===== config.mk =====
export PLATFORM = sky130hd
export DESIGN_NAME = bsi_top
export DESIGN_NICKNAME = d
export VERILOG_FILES = /design/src/core/bsi_pkg.sv /design/src/core/bsi_timer.sv /design/src/core/bsi_top.sv
export VERILOG_INCLUDE_DIRS = /design/src /design/src/core
export SDC_FILE = /design/constraint.sdc
export NUM_CORES = 1
export LEC_CHECK = 0
export BUFFER_PORTS_ARGS = -buffer_cell sky130_fd_sc_hd__buf_2
export CORE_MARGIN = 2
export CORE_UTILIZATION = 27
export DETAILED_ROUTE_END_ITERATION = 8
export GPL_ROUTABILITY_DRIVEN = 0
export HOLD_SLACK_MARGIN = 0.1
export MAX_ROUTING_LAYER = met4
export PLACE_DENSITY = 0.51
export REMOVE_ABC_BUFFERS = 1
export SYNTH_ARGS = -nofsm -noshare
export SYNTH_HDL_FRONTEND = slang
export SYNTH_HIERARCHICAL = 1
export SYNTH_SLANG_ARGS = --single-unit

===== constraint.sdc =====
create_clock -name i_core_clk -period 2.95 [get_ports i_core_clk]
set_input_delay 0.1475 -clock i_core_clk [delete_from_list [all_inputs] [get_ports i_core_clk]]
set_output_delay 0.1475 -clock i_core_clk [all_outputs]
set_load 0.05 [all_outputs]

===== src/core/bsi_regs.svh =====
// Bit map locations, reset values and timing counts of the serial interrupt/port block
`ifndef BSI_REGS_SVH
`define BSI_REGS_SVH

// Bit locations on the bit-serial bus
`define BSI_BIT_MODE 5'h00
`define BSI_BIT_IRQ_LO 5'h01
`define BSI_BIT_TMR_HI 5'h0e
`define BSI_BIT_IRQ15 5'h0f
`define BSI_BIT_PORT_LO 5'h10
`define BSI_BIT_SEL_W 5

// Interrupt slot shared with the timer
`define BSI_TIMER_SLOT 4'h3

// Level codes
`define BSI_CODE_RESET 4'h0
`define BSI_CODE_IDLE 4'hf

// Reset values
`define BSI_MASK_RST 15'h0000
`define BSI_PORT_DIR_RST 16'h0000
`define BSI_PORT_OUT_RST 16'h0000
`define BSI_BUS_SYNC_RST 8'h80
`define BSI_PIN_SYNC_RST 22'h3fffff
`define BSI_TMR_RST 14'h0000

// Timer decrements once every 64 core clocks
`define BSI_TMR_PRESCALE_MAX 6'h3f

`endif


===== src/core/bsi_pkg.sv =====
// Types shared by the serial interrupt/port block
`default_nettype none

package bsi_pkg;
  // Meaning of bit locations 1..15
  typedef enum logic {BSI_MODE_IRQ, BSI_MODE_TMR} bsi_mode_t;
  typedef logic [4:0] bsi_bit_t;
  typedef logic [13:0] bsi_tmr_t;
endpackage

`default_nettype wire


===== src/core/bsi_timer.sv =====
// Countdown timer that shares the slot-three interrupt
`include "bsi_regs.svh"
`default_nettype none

module bsi_timer (
  input wire logic i_core_clk, // Core clock
  input wire logic i_srst, // Synchronous reset, high
  input wire logic i_load, // Load new start value, pulse
  input wire logic [13:0] i_load_val, // New start value
  input wire logic i_capture, // Latch count for event read, pulse
  input wire logic i_irq_clear, // Clear timer interrupt, pulse
  output logic o_enabled, // Start value nonzero
  output logic o_irq, // Timer interrupt, sticky
  output logic [13:0] o_start, // Current start value
  output logic [13:0] o_capture_val // Latched count
);

  logic [5:0] pre_q;
  bsi_pkg::bsi_tmr_t start_q;
  bsi_pkg::bsi_tmr_t cnt_q;
  logic irq_q;
  bsi_pkg::bsi_tmr_t cap_q;
  logic tick;
  logic expire;

  // Zero start value means disabled
  assign o_enabled = (start_q != `BSI_TMR_RST);
  assign tick = o_enabled && (pre_q == `BSI_TMR_PRESCALE_MAX);
  assign expire = tick && (cnt_q == 14'h0001);

  // Prescaler restarts on every load so each write restarts the period
  always_ff @(posedge i_core_clk)
  begin
    if (i_srst || i_load || !o_enabled)
      pre_q <= 6'h00;
    else
      pre_q <= 6'(pre_q + 6'h01);
  end

  // Start value register
  always_ff @(posedge i_core_clk)
  begin
    if (i_srst)
      start_q <= `BSI_TMR_RST;
    else if (i_load)
      start_q <= i_load_val;
  end

  // Decrementer, reloads in place of stepping from 1 to 0
  always_ff @(posedge i_core_clk)
  begin
    if (i_srst)
      cnt_q <= `BSI_TMR_RST;
    else if (i_load)
      cnt_q <= i_load_val;
    else if (expire)
      cnt_q <= start_q;
    else if (tick)
      cnt_q <= 14'(cnt_q - 14'h0001);
  end

  // Set wins over a clear in the same cycle so no expiry is lost
  always_ff @(posedge i_core_clk)
  begin
    if (i_srst)
      irq_q <= 1'b0;
    else if (expire)
      irq_q <= 1'b1;
    else if (i_irq_clear)
      irq_q <= 1'b0;
  end

  // Event timer snapshot
  always_ff @(posedge i_core_clk)
  begin
    if (i_srst)
      cap_q <= `BSI_TMR_RST;
    else if (i_capture)
      cap_q <= cnt_q;
  end

  assign o_irq = irq_q;
  assign o_start = start_q;
  assign o_capture_val = cap_q;

  // A disabled timer never raises its interrupt
  a_tmr_off_quiet: assert property (@(posedge i_core_clk) disable iff (i_srst)
    (!o_enabled && !o_irq && !i_load) |=> !o_irq)
    else $error("timer interrupt raised while disabled");

endmodule

`default_nettype wire


===== src/core/bsi_top.sv =====
// Bit-serial bus interrupt encoder and 16-bit port interface
//
// How it works
// Chip select low: five select lines, first most significant, address 32 bits.
// Write strobe edge stores the serial write line into the selected bit.
// The selected bit's value is driven onto the serial read line.
// Each synchronised interrupt input, low and masked on, reaches the encoder.
// Lowest-numbered enabled input wins; its number goes out with request low.
// No enabled input active: request high and code 1111.
// Code and request are registered, updated one clock after sampling.
// Outputs stay constant while the enabled active set is unchanged.
// When the winner goes away the next enabled input is shown.
// Reset forces code 0000, request high, and clears every mask.
// Bit 0 is the mode bit: 0 interrupt mode, 1 timer mode.
// Interrupt mode: writing bit n sets or clears mask n.
// Reads 1..15 give pin levels, or timer value and request in timer mode.
// Timer mode: writing zero to bit 15 soft-resets the ports.
// Reads 16..31 give port pin levels without disturbing outputs.
// Writing bits 16..31 makes that port an output driving the value.
// Six dedicated interrupt pins, nine shared pins, seven pure ports.
// Host clears the mask of a pin it uses as plain input.
// Timer enabled: slot three is the timer, pin three cannot interrupt.
// Timer mode writes 1..14 load the start value; nonzero enables.
// Power and soft reset return all ports to input.
// Host clears the timer interrupt by writing mask bit three.
// Chip select high: write strobes ignored, nothing changes.
`include "bsi_regs.svh"
`default_nettype none

module bsi_top (
  input wire logic i_core_clk, // Core clock, 25 MHz
  input wire logic i_srst, // Synchronous reset, high
  input wire logic i_chip_select_n, // Bus chip select, low
  input wire logic [4:0] i_bit_select, // Bit number, [4] first line
  input wire logic i_serial_write_line, // Write data bit
  input wire logic i_write_strobe, // Write strobe, rising edge
  output logic o_serial_read_line, // Read data bit
  output logic o_irq_request_n, // Interrupt request, low
  output logic [3:0] o_level_code, // Level code, [3] first line
  input wire logic [6:1] i_irq_inputs_n, // Dedicated interrupt pins
  input wire logic [15:0] i_port_pins, // Port pin levels
  output logic [15:0] o_port_pins, // Port output data
  output logic [15:0] o_port_pins_oe // Port output enables
);

  // Synchroniser stages for host and pin inputs
  logic [7:0] bus_s1_q;
  logic [7:0] bus_s2_q;
  logic [21:0] pin_s1_q;
  logic [21:0] pin_s2_q;
  logic strobe_q;

  // Decoded bus fields after the second stage
  logic cs_n_s;
  bsi_pkg::bsi_bit_t sel_s;
  logic wdata_s;
  logic strobe_s;
  logic wr_pulse;
  logic wr_irq_bits;
  logic wr_tmr_bits;

  // Block state
  bsi_pkg::bsi_mode_t mode_q;
  logic [15:1] mask_q;
  logic [15:0] port_out_q;
  logic [15:0] port_dir_q;
  logic [3:0] code_q;
  logic req_n_q;
  logic rd_q;
  logic rd_d;

  // Combinational helpers
  logic [15:1] lvl_n;
  logic [15:0] port_lvl;
  logic [15:1] act;
  logic tmr_mode;
  logic soft_rst;

  // Timer interface
  logic tmr_load;
  bsi_pkg::bsi_tmr_t tmr_load_val;
  logic tmr_capture;
  logic tmr_irq_clear;
  logic tmr_en;
  logic tmr_irq;
  bsi_pkg::bsi_tmr_t tmr_start;
  bsi_pkg::bsi_tmr_t tmr_cap;

  // Lowest-numbered active slot wins; empty set gives the idle code
  function automatic logic [3:0] bsi_prio(input logic [15:1] req);
    logic [3:0] code;
    code = `BSI_CODE_IDLE;
    for (int n = 15; n >= 1; n--)
    begin
      if (req[n])
        code = 4'(n);
    end
    return code;
  endfunction

  // Two flops on every pin; the first stage feeds only the second
  always_ff @(posedge i_core_clk)
  begin
    if (i_srst)
    begin
      bus_s1_q <= `BSI_BUS_SYNC_RST;
      bus_s2_q <= `BSI_BUS_SYNC_RST;
    end
    else
    begin
      bus_s1_q <= {i_chip_select_n, i_bit_select, i_serial_write_line, i_write_strobe};
      bus_s2_q <= bus_s1_q;
    end
  end

  // Interrupt and port pin synchronisers
  always_ff @(posedge i_core_clk)
  begin
    if (i_srst)
    begin
      pin_s1_q <= `BSI_PIN_SYNC_RST;
      pin_s2_q <= `BSI_PIN_SYNC_RST;
    end
    else
    begin
      pin_s1_q <= {i_irq_inputs_n, i_port_pins};
      pin_s2_q <= pin_s1_q;
    end
  end

  // Strobe history for edge detection, taken after synchronising
  always_ff @(posedge i_core_clk)
  begin
    if (i_srst)
      strobe_q <= 1'b0;
    else
      strobe_q <= strobe_s;
  end

  assign cs_n_s = bus_s2_q[7];
  assign sel_s = bus_s2_q[6:2];
  assign wdata_s = bus_s2_q[1];
  assign strobe_s = bus_s2_q[0];
  assign port_lvl = pin_s2_q[15:0];

  // Write only on a strobe edge with the chip selected
  assign wr_pulse = strobe_s && !strobe_q && !cs_n_s;
  assign tmr_mode = (mode_q == bsi_pkg::BSI_MODE_TMR);
  assign wr_irq_bits = wr_pulse && !tmr_mode && (sel_s >= `BSI_BIT_IRQ_LO)
    && (sel_s <= `BSI_BIT_IRQ15);
  assign wr_tmr_bits = wr_pulse && tmr_mode && (sel_s >= `BSI_BIT_IRQ_LO)
    && (sel_s <= `BSI_BIT_TMR_HI);
  assign soft_rst = wr_pulse && tmr_mode && (sel_s == `BSI_BIT_IRQ15)
    && !wdata_s;

  // Pin levels per slot: 1..6 dedicated, 7..15 shared with ports 15..7
  always_comb
  begin
    lvl_n[6:1] = pin_s2_q[21:16];
    for (int n = 7; n <= 15; n++)
    begin
      lvl_n[n] = port_lvl[22 - n];
    end
  end

  // Active low pin gated by its mask; timer takes slot three when running
  always_comb
  begin
    act = ~lvl_n & mask_q;
    if (tmr_en)
      act[`BSI_TIMER_SLOT] = tmr_irq && mask_q[`BSI_TIMER_SLOT];
  end

  // Mode bit
  always_ff @(posedge i_core_clk)
  begin
    if (i_srst)
      mode_q <= bsi_pkg::BSI_MODE_IRQ;
    else if (wr_pulse && (sel_s == `BSI_BIT_MODE))
      mode_q <= wdata_s ? bsi_pkg::BSI_MODE_TMR : bsi_pkg::BSI_MODE_IRQ;
  end

  // Mask bits, only changed in interrupt mode
  always_ff @(posedge i_core_clk)
  begin
    if (i_srst)
      mask_q <= `BSI_MASK_RST;
    else if (wr_irq_bits)
      mask_q[sel_s[3:0]] <= wdata_s;
  end

  // Port outputs; a write turns the pin around, resets turn it back
  always_ff @(posedge i_core_clk)
  begin
    if (i_srst)
    begin
      port_out_q <= `BSI_PORT_OUT_RST;
      port_dir_q <= `BSI_PORT_DIR_RST;
    end
    else if (soft_rst)
      port_dir_q <= `BSI_PORT_DIR_RST;
    else if (wr_pulse && sel_s[4])
    begin
      port_out_q[sel_s[3:0]] <= wdata_s;
      port_dir_q[sel_s[3:0]] <= 1'b1;
    end
  end

  assign o_port_pins = port_out_q;
  assign o_port_pins_oe = port_dir_q;

  // Timer hooks; one bit of the start value is replaced per write
  always_comb
  begin
    tmr_load_val = tmr_start;
    tmr_load_val[4'(sel_s[3:0] - 4'h1)] = wdata_s;
  end

  assign tmr_load = wr_tmr_bits;
  assign tmr_capture = wr_pulse && (sel_s == `BSI_BIT_MODE) && wdata_s;
  // Either written value clears the timer interrupt
  assign tmr_irq_clear = wr_irq_bits && (sel_s[3:0] == `BSI_TIMER_SLOT);

  bsi_timer u_timer (
    .i_core_clk(i_core_clk),
    .i_srst(i_srst),
    .i_load(tmr_load),
    .i_load_val(tmr_load_val),
    .i_capture(tmr_capture),
    .i_irq_clear(tmr_irq_clear),
    .o_enabled(tmr_en),
    .o_irq(tmr_irq),
    .o_start(tmr_start),
    .o_capture_val(tmr_cap)
  );

  // Read data mux; reads never touch state
  always_comb
  begin
    rd_d = 1'b0;
    if (sel_s == `BSI_BIT_MODE)
      rd_d = tmr_mode;
    else if (sel_s[4])
      rd_d = port_lvl[sel_s[3:0]];
    else if (!tmr_mode)
      rd_d = lvl_n[sel_s[3:0]];
    else if (sel_s == `BSI_BIT_IRQ15)
      rd_d = req_n_q;
    else
      rd_d = tmr_cap[4'(sel_s[3:0] - 4'h1)];
  end

  // Registered read line toward the host
  always_ff @(posedge i_core_clk)
  begin
    if (i_srst)
      rd_q <= 1'b0;
    else
      rd_q <= rd_d;
  end

  assign o_serial_read_line = rd_q;

  // Code and request registered one clock after sampling, like the
  // inverted-phase update, so the host never sees a mid-change code
  always_ff @(posedge i_core_clk)
  begin
    if (i_srst)
    begin
      code_q <= `BSI_CODE_RESET;
      req_n_q <= 1'b1;
    end
    else
    begin
      code_q <= bsi_prio(act);
      req_n_q <= ~|act;
    end
  end

  assign o_level_code = code_q;
  assign o_irq_request_n = req_n_q;

  // Released reset leaves code 0000, request high, masks clear
  a_reset_state: assert property (@(posedge i_core_clk) disable iff (i_srst)
    $past(i_srst) |-> (o_level_code == 4'h0) && o_irq_request_n && (mask_q == 15'h0000)
      && (o_port_pins_oe == 16'h0000))
    else $error("reset did not set code, request, masks and ports");
  // Idle set shows code 1111 with request high next clock
  a_idle_code: assert property (@(posedge i_core_clk) disable iff (i_srst)
    (act == 15'h0000) |=> (o_level_code == 4'hf) && o_irq_request_n)
    else $error("idle outputs not high");
  // Slot one always wins when active
  a_top_prio: assert property (@(posedge i_core_clk) disable iff (i_srst)
    act[1] |=> (o_level_code == 4'h1) && !o_irq_request_n)
    else $error("slot one not encoded");
  // With every mask clear the request stays high next clock
  a_mask_gate: assert property (@(posedge i_core_clk) disable iff (i_srst)
    (mask_q == 15'h0000) |=> o_irq_request_n)
    else $error("request with all masks clear");
  // Code holds while the active set holds
  a_code_hold: assert property (@(posedge i_core_clk) disable iff (i_srst)
    (!$past(i_srst) && (act == $past(act))) |=> $stable(o_level_code)
      && $stable(o_irq_request_n))
    else $error("code changed with no cause");
  // A low pin three never shows as level three while the timer is enabled and quiet
  a_slot_three: assert property (@(posedge i_core_clk) disable iff (i_srst)
    (tmr_en && !tmr_irq && !lvl_n[3]) |=> (o_level_code != 4'h3))
    else $error("pin three reached encoder while timer on");
  // Mask write lands next clock
  a_mask_write: assert property (@(posedge i_core_clk) disable iff (i_srst)
    wr_irq_bits |=> (mask_q[$past(sel_s[3:0])] == $past(wdata_s)))
    else $error("mask write lost");
  // Port write turns pin to output with data
  a_port_write: assert property (@(posedge i_core_clk) disable iff (i_srst)
    (wr_pulse && sel_s[4]) |=> o_port_pins_oe[$past(sel_s[3:0])]
      && (o_port_pins[$past(sel_s[3:0])] == $past(wdata_s)))
    else $error("port write did not drive pin");
  // Soft reset releases every port
  a_soft_reset: assert property (@(posedge i_core_clk) disable iff (i_srst)
    soft_rst |=> (o_port_pins_oe == 16'h0000))
    else $error("soft reset left a port driven");
  // Deselected bus changes nothing
  a_deselect_hold: assert property (@(posedge i_core_clk) disable iff (i_srst)
    cs_n_s |=> $stable(mask_q) && $stable(mode_q) && $stable(port_dir_q)
      && $stable(port_out_q))
    else $error("state changed while deselected");
  // Mode bit reads back one clock later
  a_mode_read: assert property (@(posedge i_core_clk) disable iff (i_srst)
    (sel_s == 5'h00) |=> (o_serial_read_line == $past(tmr_mode)))
    else $error("mode bit read wrong");
  // Port read returns pin level
  a_port_read: assert property (@(posedge i_core_clk) disable iff (i_srst)
    sel_s[4] |=> (o_serial_read_line == $past(port_lvl[sel_s[3:0]])))
    else $error("port read wrong");

endmodule

`default_nettype wire


# After elaboration in Yosys (flattened, before gate mapping)
# Cells that the tools add are included.
# word_totals
regBits	164
word_cells	113
# classes
n_mux	38
bitwise	4
addsub	3
reduce_logical	37
n_eq_ne	4
magnitude_cmp	7
# ops
operator	n
$mux W14	3
$mux W4	6
$logic_and A1 B1 Y1	19
$bwmux W16	1
$or A16 B16 Y16	1
$and A15 B15 Y15	1
$bwmux W15	1
$mux W1	15
$not A15 Y15	1
$reduce_or A15 Y1	1
$bwmux W14	1
$eq A14 B1 Y1 const B	1
$reduce_bool A14 Y1	1
$sub A14 B1 Y14 const B	1
$bmux W1 S4	3
$mux W3	4
$le A5 B4 Y1 const B	2
$lt A4 B5 Y1 const B	2
$demux W1 S4	2
$ge A4 B1 Y1 const B	2
$reduce_or A8 Y1	1
$add A6 B1 Y6 const B	1
$eq A6 B6 Y1 const B	1
$logic_not A1 Y1	6
other kinds (13)	16

# Logic depth before layout (Yosys ltp)
# Gate-level depths: netlist of run 1.
# depth
ltp_word	16
mapped_depth	12

# Cells and area by module
# Netlist of run 1, hierarchy kept.
# by_module_without_submodules
module	cells_per_inst	area_per_inst_um2	instances	seq_area_each_um2
bsi_top	514	4713.3	1	2302.2
bsi_timer	263	2329.7	1	980.9

# Worst setup path before layout of run 1
# No wires, ideal clock.
# synth_path
kind	register to register
from	reg bus_s2_q[3]
to	reg u_timer.cap_q[0], in the netlist u_timer/o_capture_val[0]
path_stages_with_launch	12
n_path_buf	4
setup_ns	0.128
arrival_ns	2.780
period_less_slack_ns	2.908
setup_slack_ns	0.042
cell_sequence	dfxtp_1 > clkbuf_1 > inv_1 > ha_1 > clkbuf_1 > nor2b_1 > nor2b_1 > and3_1 > clkbuf_1 > buf_1 > mux2i_1 > nor2_1
# synth_via
elab_chain_cells	3
# synth_rtl
item	line	rtl
start, declared	bsi_top.sv:48	logic [7:0] bus_s2_q;
start signal, assigned	bsi_top.sv:107	bus_s2_q <= `BSI_BUS_SYNC_RST;
start signal, assigned	bsi_top.sv:112	bus_s2_q <= bus_s1_q;
$logic_not A5 Y1 (no source line)	n/a	
$logic_and A1 B1 Y1 (2 in a row)	bsi_top.sv:220	assign tmr_capture = wr_pulse && (sel_s == `BSI_BIT_MODE) && wdata_s;
named net tmr_capture	bsi_top.sv:82	logic tmr_capture;
end signal, assigned	bsi_timer.sv:77	cap_q <= `BSI_TMR_RST;
end signal, assigned	bsi_timer.sv:79	cap_q <= cnt_q;
end, declared	bsi_timer.sv:22	bsi_pkg::bsi_tmr_t cap_q;
# The timed path passes the listed nets, and every way through them passes these cells.
# A chain may end at the register's enable or synchronous reset.

# Final worst setup path of run 1
# layout_path
from	reg bus_s2_q[3]
to	reg u_timer.cnt_q[5]
# layout_via
elab_chain_cells	7
word_cells_on_any_way	13
classes_between	add/sub (1); order compare (4); mux (4); reduce/logical (4)
# layout_rtl
item	line	rtl
$sub A4 B1 Y4 (*)	bsi_top.sv:216	tmr_load_val[4'(sel_s[3:0] - 4'h1)] = wdata_s;
$lt A4 B5 Y1 (implied by the code) or $ge A4 B1 Y1 (tied branches)	bsi_top.sv:216	
$logic_and A1 B1 Y1 (implied by the code)	bsi_top.sv:216	
$mux W1 (implied by the code)	bsi_top.sv:216	
$demux W1 S4 (*)	bsi_top.sv:216	
$bwmux W14 (*)	bsi_top.sv:216	
named net tmr_load_val[5]	bsi_top.sv:81	bsi_pkg::bsi_tmr_t tmr_load_val;
$mux W14 (*)	bsi_timer.sv:54	else if (i_load)
end signal, assigned	bsi_timer.sv:53	cnt_q <= `BSI_TMR_RST;
end signal, assigned	bsi_timer.sv:55	cnt_q <= i_load_val;
end signal, assigned	bsi_timer.sv:57	cnt_q <= start_q;
end, declared	bsi_timer.sv:20	bsi_pkg::bsi_tmr_t cnt_q;
# Mark *: on every way through the listed nets, which the timed path passes. The rest lies on a longest branch.

==> results by group, run 1 <==
Outcome
  • Status: complete, no violations

Logic synthesis
  • Synth Area in XOR/XNOR: 1.24%
  • Sequential area share after synthesis: 46.6%
  • Syn Area/Cell: 9.06 µm²
  • Yosys top cell area share: 46.6%
  • Post-Syn Area: 0.00704 mm²
  • Post-synth EDFFs: 0
  • Top FF cell, synth: dfxtp_1
  • Mux cell area share after synthesis: 10.3%
  • Seq cells post-synth: 164
  • Synth Instances: 777
  • Synth Area in Compound Gates: 11.3%
  • Main combinational cell family by area after synthesis: simple AND/OR/NAND/NOR gates
  • Synth warnings: 6
  • Cell accounting for the most synthesized area: dfxtp_1
  • Yosys cell types: 68
  • Async SR Flop Fraction: 0%
  • Simple-gate share of the synthesized area: 24.7%
  • Post-synthesis adder-cell area fraction: 1.42%
  • Largest cells by area after synthesis: dfxtp_1 47%, mux2i_1 5.5%, nand2_1 4.7%, nor2_1 4.6%, or2_2 4.1%

Worst hold path
  • WHS Path Cells: 2
  • Hold Path Class: in -> reg
  • Hold EP: bus_s1_q[6]
  • HP Start: i_srst

Clocking
  • TritonCTS clock tree: yes
  • # H-tree levels: 4
  • Latest clock arrival within the worst-skew pair: 430 ps
  • Clock Path Buffers: 2
  • TritonCTS sink count: 164
  • Cts repair resizes: 0
  • Clock Tree Root: clkbuf_16
  • Clk pin slew, worst setup/hold paths: 70 ps
  • Inserted Clock Buffers: 17

STA
  • Fin crit period: 2400 ps
  • Final setup viols: 0
  • Setup_tns: 0 ps
  • RSZ-0062 raised after global routing: false
  • Crit share post-route: 81.2%
  • Max frequency: 417 MHz
  • Final Hold Viols: 0
  • Slew of the pin with the lowest slew margin: 655 ps
  • Pins over their slew limit: 0
  • Max-slew headroom: 56.0%
  • Setup Skew: 7.77 ps

Cells and area
  • Post-layout instance area: 0.00862 mm²
  • Fillers: 2699
  • Ratio of cells with drive above 1 in the final layout: 23.7%
  • Ant diodes: 0
  • Non-filler cells, final: 1211
  • Commonest cells after routing, fill and taps aside: 164 x dfxtp_1, 88 x nand2_1, 86 x nor2_1
  • Area Overhead vs Synth: 22.4%
  • Most common cell after layout, fill and taps aside: dfxtp_1
  • # nets final: 903

Critical path
  • CP max-delay cell: nor2_1
  • Crit-path max cell delay: 400 ps
  • Worst reg2reg path depth: 8
  • CP max FO: 16
  • RR Startpoint: bus_s2_q[3]
  • CP cell instances: buf_4, nor3_1, xor2_1, nor2_1, nand2_1, mux2_2, a221oi_1, a211oi_1
  • Setup crit start kind: flip-flop
  • Crit path required time: 3250 ps
  • Critical path class: reg -> reg
  • Reg2reg end: u_timer/cnt_q[5]
  • Critical path origin: bus_s2_q[3]
  • WP data arrival: 2700 ps
  • Crit end category: flip-flop
  • Worst R2R Setup Slack: 550 ps

Global route
  • Antenna violations before repair: 0
  • Tot GR Track Use: 14.1%
  • Total grt overflow: 0
  • Maximum number of pins on one net before global-route repair: 67
  • Number of global-route vias before repair: 5219
  • First-pass GRT wire length: 28800 µm

Route
  • Initial DRC Count: 493
  • WL final: 18400 µm
  • Vias per cell: 4.66
  • Routed len/inst: 15.2 µm
  • DRC viols: 0
  • DR vias: 5639
  • DRT Pass-1 Iters: 5
  • ANT nets after route: 0

Placed design
  • Placed Cells: 1149
  • DP HPWL: 12500 µm
  • Post-DP Area: 0.00775 mm²
  • Number of port buffers: 69

Die
  • FP Rows: 59
  • Chip Width: 166 µm
  • Die height: 166 µm
  • IO Pins: 70
  • Core Area: 0.0258 mm²
  • Initial Utilization: 27.3%
  • Die area: 0.0274 mm²

Power
  • Tot Pwr: 4.70 mW
  • Cell leakage power: 3.37 nW
  • Maximum VDD drop: 372 µV
  • PwrDens: 545 mW/mm²

Run
  • Max cap viols: 0
## per-layer routing
metal	GRT usage [%]	vias to the layer above	part of all wire (%)
met5	-	-	0
met4	4.00	0	1.2
met3	3.55	18	5.3
met2	21.0	149	44
met1	19.0	2629	49
li1	-	2843	-
## kinds of logic after synthesis
logic type,after synthesis
compound gates,120
xor+xnor,10
fa+ha+maj,8
buf+inv,71
flops,164
mux,62
simple gates,342
## stage by stage
step / utilization [%] / setup WS, ps / hold WS, ps
floorplan: - / -56.9 / 214
global placement: 30.0 / 669 / 332
detailed placement: 30.0 / 602 / 331
CTS: 33.4 / 582 / 221
global route: 33.4 / 373 / 248
finish: 33.4 / 554 / 210
## flip-flops by register name, summed over array words and instances, names as in the netlist
signal                 count
strobe_q                   1
o_port_pins_oe            16
o_level_code               4
pin_s1_q                  22
pin_s2_q                  22
mode_q                     1
bus_s1_q                   8
u_timer/o_start           14
u_timer/o_irq              1
o_irq_request_n            1
u_timer/o_capture_val     14
u_timer/cnt_q             14
u_timer/pre_q              6
bus_s2_q                   8
mask_q                    15
o_serial_read_line         1
o_port_pins               16
## worst max-delay path by stage
stage                       end  slack, ps  depth (start not counted)
2_1_floorplan  u_timer/cnt_q[4]        -60                          7
3_3_place_gp   u_timer/cnt_q[4]        670                          8
3_5_place_dp   u_timer/cnt_q[4]        600                          8
4_1_cts        u_timer/cnt_q[4]        580                          8
5_1_grt        u_timer/cnt_q[4]        370                          8
6_report       u_timer/cnt_q[5]        550                          8
## Yosys cell counts (all sizes together), types with 10 or more instances
cell and instances:
nand3 36, buf 15, clkbuf 41, nor2 86
mux2i 39, nand2 88, dfxtp 164, mux2 16
and3 10, nor2b 33, inv 15, o21ai 15
a221oi 11, or2 46, a21oi 52
## final cells by class
type                       count  area [µm²]  area share [%]
clock buffer                  20         447            5.18
clock inverter                12         121            1.41
inverter                      15        56.3           0.653
multi-input combinational    542        3450            40.1
sequential                   164        3280            38.1
tap                          335         419            4.86
timing repair buffer         123         841            9.75
## where the power goes
part	total [mW]	leakage, nW	switching (mW)	internal (mW)
combinational	0.263	1.77	0.148	0.116
sequential	2.28	1.34	0.0197	2.26
clock	2.16	0.270	0.961	1.20
## critical path, delay by kind of cell (launching register included)
kind	cells	cell delay (ps)
and+or+nand+nor	3	860
AOI/OAI and AO/OA	2	410
DFF	1	310
muxes	1	300
xor gates and xnor gates	1	200
buffers and inverters	1	190
## timing repair
action | 4_1_cts | 5_1_grt
endpoints found under the hold margin | 30 | 0
hold buffers | 30 | 0
buffers inserted | 0 | 0
(Power assumes the default switching activity.)
==> run 2: changes to the inputs <==
PLACE_DENSITY = 0.5   (was 0.51)
clock period = 2.35 ns   (was 2.95 ns; I/O delays follow)
==> results by group, run 2 (synthesis gave the netlist of run 1 again) <==
Outcome
  • Status: complete, no violations

STA
  • Setup Skew: 8.28 ps
  • PnR worst setup slack: 180 ps
  • Final Hold Viols: 0
  • Crit share post-route: 92.4%
  • Max-slew headroom: 56.7%
  • Fin crit period: 2170 ps
  • Pins over their slew limit: 0
  • Slew of the pin with the lowest slew margin: 650 ps
  • RSZ-0062 raised after global routing: false
  • Hold_ws: 190 ps
  • Max frequency: 461 MHz
  • Final setup viols: 0

Die
  • Core Area: 0.0258 mm²
  • Chip Width: 166 µm
  • Initial Utilization: 27.3%
  • Die height: 166 µm
  • IO Pins: 70
  • FP Rows: 59
  • Die area: 0.0274 mm²

Clocking
  • # H-tree levels: 4
  • TritonCTS sink count: 164
  • Clock Tree Root: clkbuf_16
  • Clock Path Buffers: 2
  • Setup bufs post-CTS: 0
  • Latest clock arrival within the worst-skew pair: 420 ps
  • Clk pin slew, worst setup/hold paths: 70 ps
  • Inserted Clock Buffers: 17
  • TritonCTS clock tree: yes

Worst hold path
  • Hold Path Class: in -> reg

Global route
  • Maximum number of pins on one net before global-route repair: 63
  • Met2 Use GR: 21.9%
  • Number of global-route vias before repair: 5319
  • Total grt overflow: 0
  • Tot GR Track Use: 14.3%
  • M3 GR Usage: 3.10%
  • Global-route met1 utilization: 19.1%
  • Antenna violations before repair: 0
  • First-pass GRT wire length: 29200 µm
  • GR peak layer: met2

Run
  • Max cap viols: 0

Cells and area
  • Footprint of the multi-input gates: 0.00346 mm²
  • Commonest cells after routing, fill and taps aside: 163 x dfxtp_1, 88 x nand2_1, 86 x nor2_1
  • # nets final: 928
  • Most common cell after layout, fill and taps aside: dfxtp_1
  • Storage cell area: 0.00328 mm²
  • Largest regs: pin_s1_q (22), pin_s2_q (22)
  • Fillers: 2694
  • Ant diodes: 0
  • Post-layout instance area: 0.00882 mm²
  • Ratio of cells with drive above 1 in the final layout: 26.1%
  • Area Overhead vs Synth: 25.2%

Route
  • DRT Pass-1 Iters: 4
  • Vias per cell: 4.63
  • Routed len/inst: 15.1 µm
  • DR vias: 5713
  • DRC viols: 0
  • ANT nets after route: 0
  • WL final: 18600 µm
  • Initial DRC Count: 427

Critical path
  • WP data arrival: 2460 ps
  • CP max-delay cell: nor3_1
  • Crit path required time: 2640 ps
  • CP cell instances: buf_4, nor3_1, xor2_1, nor2_1, nand2_1, mux2_2, a221oi_1, a211oi_1
  • CP top delay family: simple AND/OR/NAND/NOR gates
  • Critical path class: reg -> reg
  • Crit end category: flip-flop
  • CP max FO: 16
  • Buf/Inv on CP: 1
  • Setup crit start kind: flip-flop
  • Crit-path max cell delay: 360 ps

Power
  • Cell leakage power: 3.49 nW
  • PwrDens: 664 mW/mm²
  • Maximum VDD drop: 428 µV

Placed design
  • Placement Setup Slack: 162 ps
  • DP HPWL: 12800 µm
  • Post-DP Area: 0.00795 mm²
  • Number of port buffers: 69
-- run 2: changes by cell type in the layout (fill, tap and decap cells not counted), moves of 2 or more --
cell,previous run,this run
buf_4,24,48
clkinv_2,1,3
clkinv_4,2,0
clkinvlp_4,3,5
inv_6,4,2
-- run 2: final timing paths --
check	endpoint	start	slack, ps	cells after the start
max	u_timer/cnt_q[6]	bus_s2_q[3]	180	8
min	bus_s1_q[6]	i_srst	190	2
max reg2reg	u_timer/cnt_q[6]	bus_s2_q[3]	180	8
min reg2reg	pin_s2_q[20]	pin_s1_q[20]	410	1
-- run 2: stage by stage --
stage	power, mW	TNS [ps]	utilization, %	std cells
4_1_cts	5.94	0	34.1	1235
5_1_grt	6.08	0	34.1	1235
6_report	5.86	0	34.1	1235
3_5_place_dp	3.23	0	30.8	1174
2_1_floorplan	3.06	-20530	-	721
3_3_place_gp	3.23	0	30.8	1174
-- run 2: layout make-up --
type                    instances  area share (%)
multi-input cells             542            39.3
flip-flops and latches        164            37.3
repair buffers                148            11.8
clock buffers                  20            5.07
well taps                     335            4.75
clock inverters                11            1.18
inverters                      15           0.681
-- run 2: per-layer routing --
layer | part of all wire (%) | routed length [µm]
met1 | 50 | 9320
met2 | 45 | 8460
met4 | 1.0 | 189
met3 | 3.5 | 646
met5 | 0 | 0
-- run 2: worst reg2reg max path, delay by kind of cell (launching register included) --
family                 cells  cell delay [ps]
flip-flops                 1              310
buffers and inverters      1              190
XOR/XNOR                   1              140
AO/OA/AOI/OAI              2              370
multiplexers               1              280
AND/OR/NAND/NOR            3              760
-- run 2: power by group --
part | switching, mW | internal (mW)
clock network | 1.16 | 1.49
registers | 0.0280 | 2.83
logic | 0.186 | 0.157
total | 1.38 | 4.48
-- run 2: timing repair --
action,CTS,global route
hold buffers,30,0
endpoints found under the setup margin,0,6
gates resized for setup,0,4
hold endpoints to repair,30,0
==> run 3: changes to the inputs <==
ABC_AREA = 1   (was not set)
CORE_UTILIZATION = 46   (was 27)
PLACE_DENSITY = 0.72   (was 0.5)
==> results by group, run 3 <==
Critical path
  • CP cell instances: inv_2, ha_1, inv_1, nand2_1, and2_2, nor2_2, inv_1, o21ai_0, o31ai_1, nand2_1, a21boi_0, nand3_1, nand2_1, inv_1
  • Setup crit start kind: flip-flop
  • Reg2reg end: u_timer/cnt_q[9]
  • Worst R2R Setup Slack: 280 ps
  • Critical path class: reg -> reg
  • WP data arrival: 2400 ps
  • RR Startpoint: bus_s2_q[2]
  • Crit path required time: 2680 ps
  • Crit-path max cell delay: 360 ps
  • CP max-delay cell: dfxtp_2
  • Crit end category: flip-flop
  • Worst reg2reg path depth: 14
  • CP max FO: 6

Logic synthesis
  • Top FF cell, synth: dfxtp_1
  • Syn Area/Cell: 7.38 µm²
  • Synth warnings: 6
  • Async SR Flop Fraction: 0%
  • Seq cells post-synth: 164
  • Post-synth EDFFs: 0
  • Post-Syn Area: 0.00725 mm²
  • Sequential area share after synthesis: 45.3%
  • Synth Instances: 983
  • Yosys top cell area share: 45.3%
  • Cell accounting for the most synthesized area: dfxtp_1
  • Yosys cell types: 45
  • Largest cells by area after synthesis: dfxtp_1 45%, nand2_1 8.3%, nor2_1 7.2%, a21oi_1 6.2%, o21ai_0 5.4%
  • Top cell types by occurrence after synthesis: 164 x dfxtp_1, 161 x nand2_1, 140 x nor2_1
  • Count leader, synth: dfxtp_1

Die
  • FP Rows: 45
  • Chip Width: 130 µm
  • Core Area: 0.0153 mm²
  • Die height: 130 µm
  • Die area: 0.0168 mm²
  • Initial Utilization: 47.4%
  • IO Pins: 70

Worst hold path
  • Hold EP: o_irq_request_n
  • WHS Path Cells: 3
  • HP Start: i_srst
  • Hold Path Class: in -> reg

Clocking
  • Inserted Clock Buffers: 17
  • Clock Tree Root: clkbuf_16
  • Clock Path Buffers: 2
  • TritonCTS clock tree: yes
  • Latest clock arrival within the worst-skew pair: 430 ps
  • Clk pin slew, worst setup/hold paths: 60 ps
  • TritonCTS sink count: 164
  • # H-tree levels: 4

STA
  • Setup Skew: 9.53 ps
  • Pins over their slew limit: 0
  • Crit share post-route: 88.3%
  • Final Hold Viols: 0
  • Fin crit period: 2070 ps
  • RSZ-0062 raised after global routing: false
  • Slew of the pin with the lowest slew margin: 812 ps
  • Final setup viols: 0
  • Max-slew headroom: 45.9%
  • Max frequency: 482 MHz

Cells and area
  • Largest regs: pin_s1_q (22), pin_s2_q (22)
  • Commonest cells after routing, fill and taps aside: 163 x dfxtp_1, 161 x nand2_1, 139 x nor2_1
  • Fillers: 1430
  • Area Overhead vs Synth: 20.5%
  • Ant diodes: 0
  • Layout Utilization: 57.1%
  • Most common cell after layout, fill and taps aside: dfxtp_1
  • Ratio of cells with drive above 1 in the final layout: 20.8%
  • # nets final: 1123

Global route
  • Total grt overflow: 0
  • Number of global-route vias before repair: 5797
  • Maximum number of pins on one net before global-route repair: 92
  • Tot GR Track Use: 22.4%
  • First-pass GRT wire length: 28800 µm
  • Antenna violations before repair: 0

Route
  • DRT Pass-1 Iters: 5
  • ANT nets after route: 0
  • Routed len/inst: 13.6 µm
  • Initial DRC Count: 493
  • DRC viols: 0
  • Vias per cell: 5.03
  • DR vias: 6570
  • WL final: 17700 µm

Power
  • Tot Pwr: 6.04 mW
  • PwrDens: 692 mW/mm²
  • Maximum VDD drop: 573 µV
  • Cell leakage power: 3.93 nW

Outcome
  • Status: complete, no violations

Placed design
  • Number of port buffers: 69
  • DP HPWL: 12200 µm

Run
  • Max cap viols: 0
==> run 3: cell types whose count changed in the layout (fill, tap and decap cells not counted), sizes merged, moves of 33 or more <==
| cell | previous run | this run |
|---|---|---|
| inv | 17 | 121 |
| nand2 | 88 | 169 |
| o21ai | 15 | 90 |
| nor2 | 86 | 153 |
| a21oi | 52 | 93 |
| mux2i | 39 | 1 |
| nor2b | 33 | 0 |
==> run 3: kinds of logic after synthesis <==
group                    count (synthesis)  synth area share [%]
AO/OA/AOI/OAI                          206                  16.1
XOR/XNOR                                 7                 0.845
adder cells (fa/ha/maj)                  8                  1.38
buffers and inverters                  155                  8.95
flip-flops                             164                  45.3
multiplexers                             1                 0.138
AND/OR/NAND/NOR                        442                  27.3
==> run 3: power breakdown <==
group	internal [mW]	switching, mW
combinational	0.135	0.197
clock	1.64	1.22
sequential	2.83	0.0191
==> run 3: worst max path at each step <==
stage | cells after the start | endpoint | slack, ps | from
2_1_floorplan | 10 | u_timer/cnt_q[0] | -2370 | bus_s2_q[2]
3_3_place_gp | 14 | u_timer/cnt_q[7] | 250 | bus_s2_q[2]
3_5_place_dp | 14 | u_timer/cnt_q[10] | 170 | bus_s2_q[2]
4_1_cts | 14 | u_timer/cnt_q[10] | 130 | bus_s2_q[2]
5_1_grt | 14 | u_timer/cnt_q[7] | 20 | bus_s2_q[3]
6_report | 14 | u_timer/cnt_q[9] | 280 | bus_s2_q[2]
==> run 3: final cells by class <==
cell class	count	area (µm²)	share of cell area, %
Multi-Input combinational cell	664	3330	38.1
Sequential cell	164	3280	37.6
Timing Repair Buffer	119	808	9.25
Clock buffer	19	443	5.07
Inverter	117	442	5.06
Tap cell	211	264	3.02
Clock inverter	13	163	1.86
==> run 3: worst max-delay path: cells and delay by family (launching register included) <==
family / cells / cell delay, ps
AND/OR/NAND/NOR: 6 / 630
buffers and inverters: 4 / 310
AO/OA/AOI/OAI: 3 / 430
adder cells (fa/ha/maj): 1 / 250
flip-flops: 1 / 360
==> run 3: metal layers <==
layer / routed length, µm / global-route usage [%] / vias up
li1: - / - / 3346
met1: 8310 / 31.0 / 2967
met2: 7830 / 32.7 / 229
met3: 1220 / 4.21 / 28
met4: 380 / 8.03 / 0
met5: 0 / - / -
==> run 3: stage by stage <==
stage / TNS [ps] / std cells / instance area (µm²) / hold slack (ps) / setup slack [ps]
after floorplan: -82740 / 945 / 7040 / 180 / -2370
after global placement: 0 / 1245 / 7830 / 299 / 254
after detailed placement: 0 / 1245 / 7830 / 301 / 169
after CTS: 0 / 1307 / 8730 / 199 / 133
after global routing: 0 / 1307 / 8740 / 267 / 19.0
final: 0 / 1307 / 8740 / 211 / 276
==> run 3: timing repair <==
action	in CTS	in global routing
buffers inserted	0	0
hold buffers	30	0
endpoints found under the setup margin	0	6
hold endpoints to repair	30	0
gates resized for setup	0	5
